===== config.mk =====
export PLATFORM = sky130hd
export DESIGN_NAME = servo_detect_signal_config
export DESIGN_NICKNAME = d
export VERILOG_FILES = /design/src/servo_cfg_pkg.sv /design/src/servo_detect_signal_config.sv
export SDC_FILE = /design/constraint.sdc
export NUM_CORES = 1
export LEC_CHECK = 0
export ABC_AREA = 1
export ABC_CLOCK_PERIOD_IN_PS = 4200
export BUFFER_PORTS_ARGS = -buffer_cell sky130_fd_sc_hd__buf_2
export CORE_MARGIN = 3
export CORE_UTILIZATION = 30
export DETAILED_ROUTE_END_ITERATION = 8
export PLACE_DENSITY_LB_ADDON = 0.15
export REMOVE_ABC_BUFFERS = 1
export SLEW_MARGIN = 40
export SYNTH_ARGS = -nofsm -noshare
export SYNTH_HDL_FRONTEND = slang
export SYNTH_SLANG_ARGS = --single-unit
export TNS_END_PERCENT = 5

===== constraint.sdc =====
create_clock -name clk -period 4.2 [get_ports clk]
set_clock_uncertainty 0.15 [all_clocks]
set_input_delay 0.63 -clock clk [delete_from_list [all_inputs] [get_ports clk]]
set_output_delay 0.63 -clock clk [all_outputs]
set_load 0.005 [all_outputs]

===== src/servo_cfg_pkg.sv =====
// constants for the servo detector and routing configuration bank
// assumes a 100 MHz clk standing in for the servo master clock timing
package servo_cfg_pkg;

  // ****************************************
  // bus widths
  // ****************************************
  localparam int ADDR_W = 8;
  localparam int DATA_W = 16;
  localparam int LEVEL_W = 8;

  // ****************************************
  // register offsets
  // ****************************************
  localparam logic [7:0] OFS_DETECT = 8'h3B;
  localparam logic [7:0] OFS_SETUP = 8'h3C;
  localparam logic [7:0] OFS_ROUTE = 8'h3D;
  localparam logic [7:0] OFS_CORR = 8'h40;
  localparam logic [7:0] OFS_STATUS = 8'h41;

  // ****************************************
  // reset values and writable bit masks
  // ****************************************
  localparam logic [15:0] RST_DETECT = 16'hE050;
  localparam logic [15:0] RST_SETUP = 16'h0080;
  localparam logic [15:0] RST_ROUTE = 16'h0000;
  localparam logic [2:0] RST_CORR = 3'h0;
  localparam logic [15:0] MASK_DETECT = 16'hFFF8;
  localparam logic [15:0] MASK_SETUP = 16'hFEF0;
  localparam logic [15:0] MASK_ROUTE = 16'hF700;

  // ****************************************
  // field positions (lsb of each field)
  // ****************************************
  localparam int BIT_BTF = 8;
  localparam int BIT_HOLD2 = 6;
  localparam int BIT_HOLD1 = 4;
  localparam int BIT_INIT = 3;
  localparam int BIT_ZC_SEL = 14;
  localparam int BIT_ZC_SRC = 13;
  localparam int BIT_FILT_SRC = 12;
  localparam int BIT_CPIN = 10;
  localparam int BIT_MIRROR = 9;
  localparam int BIT_BTS = 6;
  localparam int BIT_MRC = 4;
  localparam int BIT_SLED_SEL = 15;
  localparam int BIT_SLED_SWAP = 14;
  localparam int BIT_HOLD_SEL = 13;
  localparam int BIT_HOLD_SWAP = 12;
  localparam int BIT_TLD = 8;

  // ****************************************
  // timing
  // ****************************************
  localparam real CLK_MHZ = 100.0;
  localparam real STEP_NS = 708.0;
  localparam real SAMPLE_KHZ = 700.0;
  localparam real WIDTH0_US = 5.669;
  localparam real WIDTH1_US = 11.338;
  localparam real WIDTH2_US = 22.675;
  localparam real WIDTH3_US = 45.351;
  localparam int STEP_CYCLES = int'($floor(STEP_NS * CLK_MHZ / 1000.0));
  localparam int SAMPLE_CYCLES = int'($floor(CLK_MHZ * 1000.0 / SAMPLE_KHZ));
  localparam int WIDTH0_CYCLES = int'($ceil(WIDTH0_US * CLK_MHZ));
  localparam int WIDTH1_CYCLES = int'($ceil(WIDTH1_US * CLK_MHZ));
  localparam int WIDTH2_CYCLES = int'($ceil(WIDTH2_US * CLK_MHZ));
  localparam int WIDTH3_CYCLES = int'($ceil(WIDTH3_US * CLK_MHZ));
  localparam int HPF_SHIFT = 7;
  localparam logic [5:0] HOLD1_MASK = 6'h07;
  localparam logic [5:0] HOLD2_MASK = 6'h3F;
  localparam logic [3:0] DOUBLE_STEP = 4'h8;

endpackage


===== src/servo_detect_signal_config.sv =====
// servo detector setup, zero-cross selection and filter input routing
// assumes a synchronous host port and error levels synchronous to clk
//
// Functional notes
// - hold-2 speed code picks 22.05, 44.1, 88.2 or 176.4 kHz counter rate.
// - hold-1 speed code picks 176.4, 352.8, 705.6 or 1411.2 kHz counter rate.
// - init bit resets land-groove detector, high-pass average and zero-cross delay state.
// - count zero-cross select: 1x sampled, 00 high-passed, 01 delayed.
// - sampled zero-cross samples the selected zero-cross source level at 700 kHz.
// - delayed zero-cross is sampled zero-cross delayed by a selectable amount.
// - high-passed zero-cross taken after a 1 kHz high-pass filter.
// - zero-cross source: 0 tracking error, 1 middle error.
// - tracking filter input: 0 tracking error, 1 middle error.
// - count pin: 1x sampled, 01 high-passed, 00 normal count pulse.
// - mirror override puts sampled zero-cross on land-groove pin.
// - bottom-hold count-up gives 1, 2, 4, 8 steps per 708 ns cycle.
// - bottom-hold speed field counts only while double-speed bit is 0.
// - land-groove high only after comparator true for selected width.
// - sled filter input select picks stage-2 output over sled register.
// - sled coefficient swap acts only during gain-up2.
// - hold filter input select picks stage-2 output over sled register.
// - hold coefficient swap acts only during gain-up2.
// - corrections: enable 0 off; sled-disable 1 keeps tracking only.
// - double-speed bit puts bottom hold into double count-up mode.
//
// Design decision made here: strobed register access.
`timescale 1ns/1ps
`default_nettype none

module servo_detect_signal_config #(
  parameter int MIN_WIDTH0 = servo_cfg_pkg::WIDTH0_CYCLES,
  parameter int MIN_WIDTH1 = servo_cfg_pkg::WIDTH1_CYCLES,
  parameter int MIN_WIDTH2 = servo_cfg_pkg::WIDTH2_CYCLES,
  parameter int MIN_WIDTH3 = servo_cfg_pkg::WIDTH3_CYCLES
) (
  input wire logic clk,
  input wire logic reset,
  input wire logic [servo_cfg_pkg::ADDR_W-1:0] addr,
  input wire logic [servo_cfg_pkg::DATA_W-1:0] wdata,
  input wire logic wr,
  input wire logic rd,
  output logic [servo_cfg_pkg::DATA_W-1:0] rdata,
  input wire logic [servo_cfg_pkg::LEVEL_W-1:0] te_level,
  input wire logic [servo_cfg_pkg::LEVEL_W-1:0] ce_level,
  input wire logic zc_delay_sel,
  input wire logic gain_up2,
  input wire logic level_above,
  input wire logic count_pulse_in,
  output logic hold1_tick,
  output logic hold2_tick,
  output logic bottom_step,
  output logic [3:0] bottom_step_size,
  output logic detector_init,
  output logic track_zero_cross,
  output logic land_groove_detect,
  output logic count_pin,
  output logic mirror_pin,
  output logic [servo_cfg_pkg::LEVEL_W-1:0] trk_filter_in,
  output logic sled_input_select,
  output logic sled_coeff_swap,
  output logic hold_input_select,
  output logic hold_coeff_swap,
  output logic [2:0] trk_corr_on,
  output logic [2:0] sld_corr_on
);
  import servo_cfg_pkg::*;

  // ****************************************
  // state
  // ****************************************
  typedef struct packed {
    logic [15:0] detect;
    logic [15:0] setup;
    logic [15:0] route;
    logic [2:0] corr;
    logic [15:0] rdata;
    logic [6:0] step_cnt;
    logic [5:0] base_div;
    logic hold1_tick;
    logic hold2_tick;
    logic bottom_step;
    logic [3:0] bottom_step_size;
    logic [7:0] zc_cnt;
    logic sampled_zero_cross;
    logic [1:0] dly;
    logic delayed_zero_cross;
    logic signed [16:0] hp_avg;
    logic hpzc;
    logic [12:0] lg_cnt;
    logic lg_detect;
    logic det_init;
    logic track_zc;
    logic count_pin;
    logic mirror_pin;
    logic [7:0] trk_in;
    logic sled_sel;
    logic sled_swap;
    logic hold_sel;
    logic hold_swap;
    logic [2:0] trk_corr;
    logic [2:0] sld_corr;
  } state_type;

  state_type s;
  state_type next_s;

  logic base_tick;
  logic zc_tick;
  logic [1:0] hold2_code;
  logic [1:0] hold1_code;
  logic [1:0] zc_sel;
  logic [1:0] cpin_sel;
  logic [1:0] mrc_code;
  logic [1:0] bts_code;
  logic [7:0] zc_level;
  logic signed [16:0] hp_diff;
  logic [12:0] lg_limit;

  // ****************************************
  // field decode
  // ****************************************
  assign hold2_code = s.detect[BIT_HOLD2 +: 2];
  assign hold1_code = s.detect[BIT_HOLD1 +: 2];
  assign zc_sel = s.setup[BIT_ZC_SEL +: 2];
  assign cpin_sel = s.setup[BIT_CPIN +: 2];
  assign mrc_code = s.setup[BIT_MRC +: 2];
  assign bts_code = s.setup[BIT_BTS +: 2];
  assign base_tick = (s.step_cnt == 7'(STEP_CYCLES - 1));
  assign zc_tick = (s.zc_cnt == 8'(SAMPLE_CYCLES - 1));
  // zero-cross source mux
  assign zc_level = s.setup[BIT_ZC_SRC] ? ce_level : te_level;
  // high-pass: distance of scaled sample from running average
  assign hp_diff = (17'(signed'(zc_level)) <<< HPF_SHIFT) - s.hp_avg;

  // minimum land-groove width per code
  always_comb begin
    case (mrc_code)
      2'h0: lg_limit = 13'(MIN_WIDTH0);
      2'h1: lg_limit = 13'(MIN_WIDTH1);
      2'h2: lg_limit = 13'(MIN_WIDTH2);
      default: lg_limit = 13'(MIN_WIDTH3);
    endcase
  end

  // ****************************************
  // next state
  // ****************************************
  always_comb begin
    next_s = s;
    next_s.det_init = 1'b0;
    next_s.rdata = 16'h0000;
    // register writes, fixed-zero bits dropped
    if (wr) begin
      case (addr)
        OFS_DETECT: begin
          next_s.detect = wdata & MASK_DETECT;
          next_s.det_init = wdata[BIT_INIT];
        end
        OFS_SETUP: next_s.setup = wdata & MASK_SETUP;
        OFS_ROUTE: next_s.route = wdata & MASK_ROUTE;
        OFS_CORR: next_s.corr = wdata[2:0];
        default: next_s.corr = s.corr;
      endcase
    end
    // register reads, answered next cycle
    if (rd) begin
      case (addr)
        OFS_DETECT: next_s.rdata = s.detect;
        OFS_SETUP: next_s.rdata = s.setup;
        OFS_ROUTE: next_s.rdata = s.route;
        OFS_CORR: next_s.rdata = {13'h0000, s.corr};
        OFS_STATUS: next_s.rdata = {11'h000, s.lg_detect, s.track_zc, s.delayed_zero_cross,
                                    s.hpzc, s.sampled_zero_cross};
        default: next_s.rdata = 16'h0000;
      endcase
    end
    // base step divider, 70 cycles (700 ns at 100 MHz) per tick
    next_s.step_cnt = base_tick ? 7'h00 : s.step_cnt + 7'h01;
    next_s.base_div = base_tick ? s.base_div + 6'h01 : s.base_div;
    // peak-hold count-down enables
    next_s.hold1_tick = base_tick && ((s.base_div & (HOLD1_MASK >> hold1_code)) == 6'h00);
    next_s.hold2_tick = base_tick && ((s.base_div & (HOLD2_MASK >> hold2_code)) == 6'h00);
    // bottom-hold count-up step
    next_s.bottom_step = base_tick;
    if (s.detect[BIT_BTF]) begin
      next_s.bottom_step_size = DOUBLE_STEP;
    end else begin
      next_s.bottom_step_size = 4'h1 << bts_code;
    end
    // sampled and delayed zero-cross
    next_s.zc_cnt = zc_tick ? 8'h00 : s.zc_cnt + 8'h01;
    if (zc_tick) begin
      next_s.sampled_zero_cross = ~zc_level[LEVEL_W-1];
      next_s.dly = {s.dly[0], s.sampled_zero_cross};
      next_s.delayed_zero_cross = zc_delay_sel ? s.dly[1] : s.dly[0];
      next_s.hp_avg = s.hp_avg + (hp_diff >>> HPF_SHIFT);
      next_s.hpzc = ~hp_diff[16];
    end
    // land-groove minimum width qualifier
    if (!level_above) begin
      next_s.lg_cnt = 13'h0000;
      next_s.lg_detect = 1'b0;
    end else if (s.lg_cnt >= lg_limit - 13'h0001) begin
      next_s.lg_detect = 1'b1;
    end else begin
      next_s.lg_cnt = s.lg_cnt + 13'h0001;
    end
    // detector init clears detector state
    if (s.det_init) begin
      next_s.lg_cnt = 13'h0000;
      next_s.lg_detect = 1'b0;
      next_s.hp_avg = 17'h00000;
      next_s.dly = 2'h0;
    end
    // zero-cross for the count logic
    if (zc_sel[1]) begin
      next_s.track_zc = s.sampled_zero_cross;
    end else if (zc_sel[0]) begin
      next_s.track_zc = s.delayed_zero_cross;
    end else begin
      next_s.track_zc = s.hpzc;
    end
    // count pin source
    if (cpin_sel[1]) begin
      next_s.count_pin = s.sampled_zero_cross;
    end else if (cpin_sel[0]) begin
      next_s.count_pin = s.hpzc;
    end else begin
      next_s.count_pin = count_pulse_in;
    end
    // mirror pin source
    next_s.mirror_pin = s.setup[BIT_MIRROR] ? s.sampled_zero_cross : s.lg_detect;
    // tracking filter input
    next_s.trk_in = s.setup[BIT_FILT_SRC] ? ce_level : te_level;
    // sled and hold routing
    next_s.sled_sel = s.route[BIT_SLED_SEL];
    next_s.sled_swap = s.route[BIT_SLED_SWAP] && gain_up2;
    next_s.hold_sel = s.route[BIT_HOLD_SEL];
    next_s.hold_swap = s.route[BIT_HOLD_SWAP] && gain_up2;
    // corrections per filter
    next_s.trk_corr = s.corr;
    next_s.sld_corr = s.corr & ~s.route[BIT_TLD +: 3];
  end

  // ****************************************
  // registers
  // ****************************************
  always_ff @(posedge clk) begin
    if (reset) begin
      s <= '0;
      s.detect <= RST_DETECT;
      s.setup <= RST_SETUP;
      s.route <= RST_ROUTE;
      s.corr <= RST_CORR;
    end else begin
      s <= next_s;
    end
  end

  // outputs straight from the state register
  assign rdata = s.rdata;
  assign hold1_tick = s.hold1_tick;
  assign hold2_tick = s.hold2_tick;
  assign bottom_step = s.bottom_step;
  assign bottom_step_size = s.bottom_step_size;
  assign detector_init = s.det_init;
  assign track_zero_cross = s.track_zc;
  assign land_groove_detect = s.lg_detect;
  assign count_pin = s.count_pin;
  assign mirror_pin = s.mirror_pin;
  assign trk_filter_in = s.trk_in;
  assign sled_input_select = s.sled_sel;
  assign sled_coeff_swap = s.sled_swap;
  assign hold_input_select = s.hold_sel;
  assign hold_coeff_swap = s.hold_swap;
  assign trk_corr_on = s.trk_corr;
  assign sld_corr_on = s.sld_corr;
endmodule

`default_nettype wire


==> key figures <==
Synth
  • Ys Warns: 0
  • Unique masters post-synth: 54
  • Post-Syn Instances: 1,031
  • Number of synthesized register bits: 136
  • Predominant post-synthesis flop cell: sky130_fd_sc_hd__dfxtp_1
  • Proportion of synthesized chip area in sequential cells: 0.3593
  • Proportion of register bits with asynchronous set or reset after synthesis: 0
  • Cell area after synthesis: 7577 um^2
  • Average cell area after synthesis: 7.349 um^2
  • Number of enable-type register cells in the synthesized netlist: 0

Power and ir drop
  • Pwr/cell area: 345.3 nW/um^2
  • Static Leak: 3.924 nW
  • Peak VDD IR: 231.4 uV

Timing
  • Sum of negative setup slack: 0 ps
  • FMAX: 267.7 MHz
  • Post-layout minimum cycle time: 3736 ps
  • Max-slew violation count: 0
  • Period Utilization, post-route: 0.8895
  • Setup-failing EPs final: 0
  • RSZ-0062 raised after global routing: no
  • Final number of hold-violating endpoints: 0
  • Normalized max-slew margin: 0.5101
  • Actual transition at the worst max-transition pin: 734.8 ps

GRT
  • Vias in the first global route: 6,223
  • Global routing usage summed across all routing layers: 0.1550
  • First-pass GRT wire length: 32,690 um
  • Number of antenna violations at the first check in global routing: 1
  • Largest net degree at the start of global routing: 25
  • GRT overflow: 0

Floorplan
  • Vertical die dimension: 164.9 um
  • Die Footprint: 27,200 um^2
  • Initial Utilization: 0.3080
  • Number of placement rows: 57
  • Floorplan die width: 164.9 um
  • Boundary pin count: 94
  • Core Area: 24,600 um^2

Cells and area
  • Diode insertion count for antenna repair: 0
  • Share of post-route cells with drive strength above 1: 0.1704
  • Core utilization of the finished layout: 0.3520
  • Final cell count without fillers: 1,427
  • Nets@finish: 1,192
  • Area added between synthesis and finish: 14.30%
  • Number of filler instances in the final layout: 2,664

Worst setup path
  • Element type at the critical path start: register
  • Worst setup path startpoint: s[134]
  • Endpoint class of the critical path: register
  • Arrival @ worst endpoint: 3910 ps
  • Required time at the endpoint of the critical path: 4380 ps
  • Crit Path Category: reg -> reg
  • Maximum net fanout on the critical path: 10
  • Worst R2R Start: s[134]

Clock network
  • TritonCTS sink count: 136
  • Hold buffers post-CTS: 0
  • Clock root cell: sky130_fd_sc_hd__clkbuf_16
  • Clk Latency, worst-skew pair: 420 ps
  • Number of instances resized during post-cts repair: 0
  • Total number of H-tree levels: 4
  • CTS clock-pin slew for the worst setup and hold paths: 60 ps
  • CTS max path bufs: 2
  • Clock tree from TritonCTS: yes
  • Setup Fix Bufs, Post-CTS: 0
  • CTS buffer count: 17

Route
  • Top layer used by detailed routing: met5
  • Number of nets with antenna violations after detailed routing: 0
  • Total iterations of the first detailed-routing run: 5
  • # DRC: 0
  • DRC violation total after the first TritonRoute iteration: 352
  • Final routed wirelength across all metal layers: 20,490 um
  • Vias after detailed routing: 6,537
  • Met1 WL: 10,530 um
  • Detailed route wirelength on metal3: 849 um
  • Routed met2 length: 8868 um
  • Vias per cell: 4.581
  • WL per Instance: 14.36 um

Placed design
  • Weighted congestion at the end of routability-driven global placement: 0.8209
  • Number of buffers added on ports: 93
  • Dpl cells: 1,395
  • Dpl hpwl: 15,520 um

Job
  • Max Cap Violations: 0

Hold path
  • Path type of the worst min-delay path: in -> reg
  • HP Start: gain_up2

Status
  • Run status: finished clean
## report_power, final
group | leakage (nW) | internal [W] | total, W | switching, W
sequential | 1.10 | 0.00130 | 0.00131 | 0.00000748
clock | 0.267 | 0.000803 | 0.00145 | 0.000647
combinational | 2.56 | 0.0000828 | 0.000231 | 0.000149
## layer usage
metal / vias up / GRT usage
met5: - / 0
met4: 2 / 0.04003
met3: 17 / 0.03060
met2: 127 / 0.2421
met1: 2941 / 0.2185
li1: 3450 / -
## Yosys cell counts, types with 3 or more instances
| library cell | instances | share of area |
|---|---|---|
| sky130_fd_sc_hd__nand2_1 | 186 | 0.092 |
| sky130_fd_sc_hd__dfxtp_1 | 136 | 0.36 |
| sky130_fd_sc_hd__inv_1 | 119 | 0.059 |
| sky130_fd_sc_hd__a21oi_1 | 98 | 0.065 |
| sky130_fd_sc_hd__nor2_1 | 93 | 0.046 |
| sky130_fd_sc_hd__o21ai_0 | 61 | 0.040 |
| sky130_fd_sc_hd__nand3_1 | 59 | 0.039 |
| sky130_fd_sc_hd__ha_1 | 53 | 0.088 |
| sky130_fd_sc_hd__buf_4 | 37 | 0.037 |
| sky130_fd_sc_hd__nor3_1 | 24 | 0.016 |
| sky130_fd_sc_hd__xor2_1 | 20 | 0.023 |
| sky130_fd_sc_hd__nand2_2 | 14 | 0.012 |
| sky130_fd_sc_hd__inv_2 | 13 | 0.0064 |
| sky130_fd_sc_hd__clkbuf_1 | 10 | 0.0050 |
| sky130_fd_sc_hd__o21ai_1 | 9 | 0.0059 |
| sky130_fd_sc_hd__a31oi_1 | 8 | 0.0066 |
| sky130_fd_sc_hd__xnor2_1 | 8 | 0.0092 |
| sky130_fd_sc_hd__buf_2 | 7 | 0.0046 |
| sky130_fd_sc_hd__nor2_2 | 5 | 0.0041 |
| sky130_fd_sc_hd__nor3b_1 | 5 | 0.0050 |
| sky130_fd_sc_hd__a21o_1 | 4 | 0.0040 |
| sky130_fd_sc_hd__clkinv_1 | 4 | 0.0020 |
| sky130_fd_sc_hd__nor3_2 | 4 | 0.0053 |
| sky130_fd_sc_hd__buf_6 | 3 | 0.0045 |
| sky130_fd_sc_hd__nand2_4 | 3 | 0.0045 |
| sky130_fd_sc_hd__nand4_1 | 3 | 0.0025 |
| sky130_fd_sc_hd__o211ai_1 | 3 | 0.0030 |
| sky130_fd_sc_hd__o21ai_2 | 3 | 0.0035 |
| sky130_fd_sc_hd__o22ai_1 | 3 | 0.0025 |
| sky130_fd_sc_hd__or2_0 | 3 | 0.0025 |
## final timing paths
path,to,cells past startpoint,slack [ps]
worst max-delay path,s[53],22,460
worst min-delay path,hold_coeff_swap,3,290
worst max register to register,s[53],22,460
worst min register to register,sled_input_select,2,320
## critical path, stage by stage, from the launching register on
cell                       delay [ps]
sky130_fd_sc_hd__dfxtp_1          620
sky130_fd_sc_hd__inv_8             90
sky130_fd_sc_hd__nand2_1           80
sky130_fd_sc_hd__nand2_1           80
sky130_fd_sc_hd__ha_1             400
sky130_fd_sc_hd__nand2_2           90
sky130_fd_sc_hd__nor2_2           130
sky130_fd_sc_hd__and2_1           150
sky130_fd_sc_hd__nand2_2           80
sky130_fd_sc_hd__nand3_1          120
sky130_fd_sc_hd__nand2_1          240
sky130_fd_sc_hd__ha_1             450
sky130_fd_sc_hd__nand2_1           90
sky130_fd_sc_hd__inv_1             80
sky130_fd_sc_hd__nand2_1           70
sky130_fd_sc_hd__nand2_1           60
sky130_fd_sc_hd__a21oi_1          140
sky130_fd_sc_hd__nand2_1          100
sky130_fd_sc_hd__nand3b_2         220
sky130_fd_sc_hd__nand3_1           80
sky130_fd_sc_hd__nand2_1           50
sky130_fd_sc_hd__inv_1             40
sky130_fd_sc_hd__nor2_1            30
## cells in the final DEF, fill, tap and decap left out, types with 9 or more instances in the layout
| cell type | instances |
|---|---|
| sky130_fd_sc_hd__nand2_2 | 14 |
| sky130_fd_sc_hd__dfxtp_1 | 136 |
| sky130_fd_sc_hd__nor3_1 | 24 |
| sky130_fd_sc_hd__o21ai_1 | 9 |
| sky130_fd_sc_hd__inv_2 | 13 |
| sky130_fd_sc_hd__ha_1 | 53 |
| sky130_fd_sc_hd__inv_1 | 119 |
| sky130_fd_sc_hd__nand2_1 | 186 |
| sky130_fd_sc_hd__a21oi_1 | 98 |
| sky130_fd_sc_hd__xor2_1 | 20 |
| sky130_fd_sc_hd__nor2_1 | 93 |
| sky130_fd_sc_hd__o21ai_0 | 61 |
| sky130_fd_sc_hd__nand3_1 | 59 |
| sky130_fd_sc_hd__clkbuf_16 | 17 |
| sky130_fd_sc_hd__buf_2 | 93 |
## cell families after synthesis
family                   after synthesis  synth area share
AO/OA/AOI/OAI                        202            0.1460
XOR/XNOR                              29           0.03451
adder cells (fa/ha/maj)               54           0.09016
buffers and inverters                197            0.1214
flip-flops                           136            0.3593
multiplexers                           1          0.001321
AND/OR/NAND/NOR                      412            0.2474
## per-stage QoR
step	hold slack, ps	cell area, um^2	power, W	setup slack, ps
after floorplan	270.9	7189	0.001482	938.0
final	291.4	8661	0.002991	463.9
after global placement	291.3	8098	0.001572	412.2
after global routing	284.4	8661	0.003121	9.733
after CTS	274.6	8661	0.003036	448.0
after detailed placement	297.7	8098	0.001571	409.7
## registers in the layout, summed over array words and instances, names as in the netlist, 3 cells and up
register          cells
bottom_step_size      4
trk_corr_on           3
trk_filter_in         8
next_s                5
rdata                16
s                    75
sld_corr_on           3
## area by class of cell
| type | instances | area, um^2 | share of cell area |
|---|---|---|---|
| sequential | 136 | 2723 | 0.3144 |
| inverter | 139 | 531.8 | 0.06140 |
| clock buffer | 19 | 452.9 | 0.05230 |
| tap | 324 | 405.4 | 0.04681 |
| clock inverter | 13 | 110.1 | 0.01271 |
| timing repair buffer | 98 | 503.0 | 0.05808 |
| multi-input combinational | 698 | 3935 | 0.4543 |
Note: power is estimated with default switching activity, not from simulation.
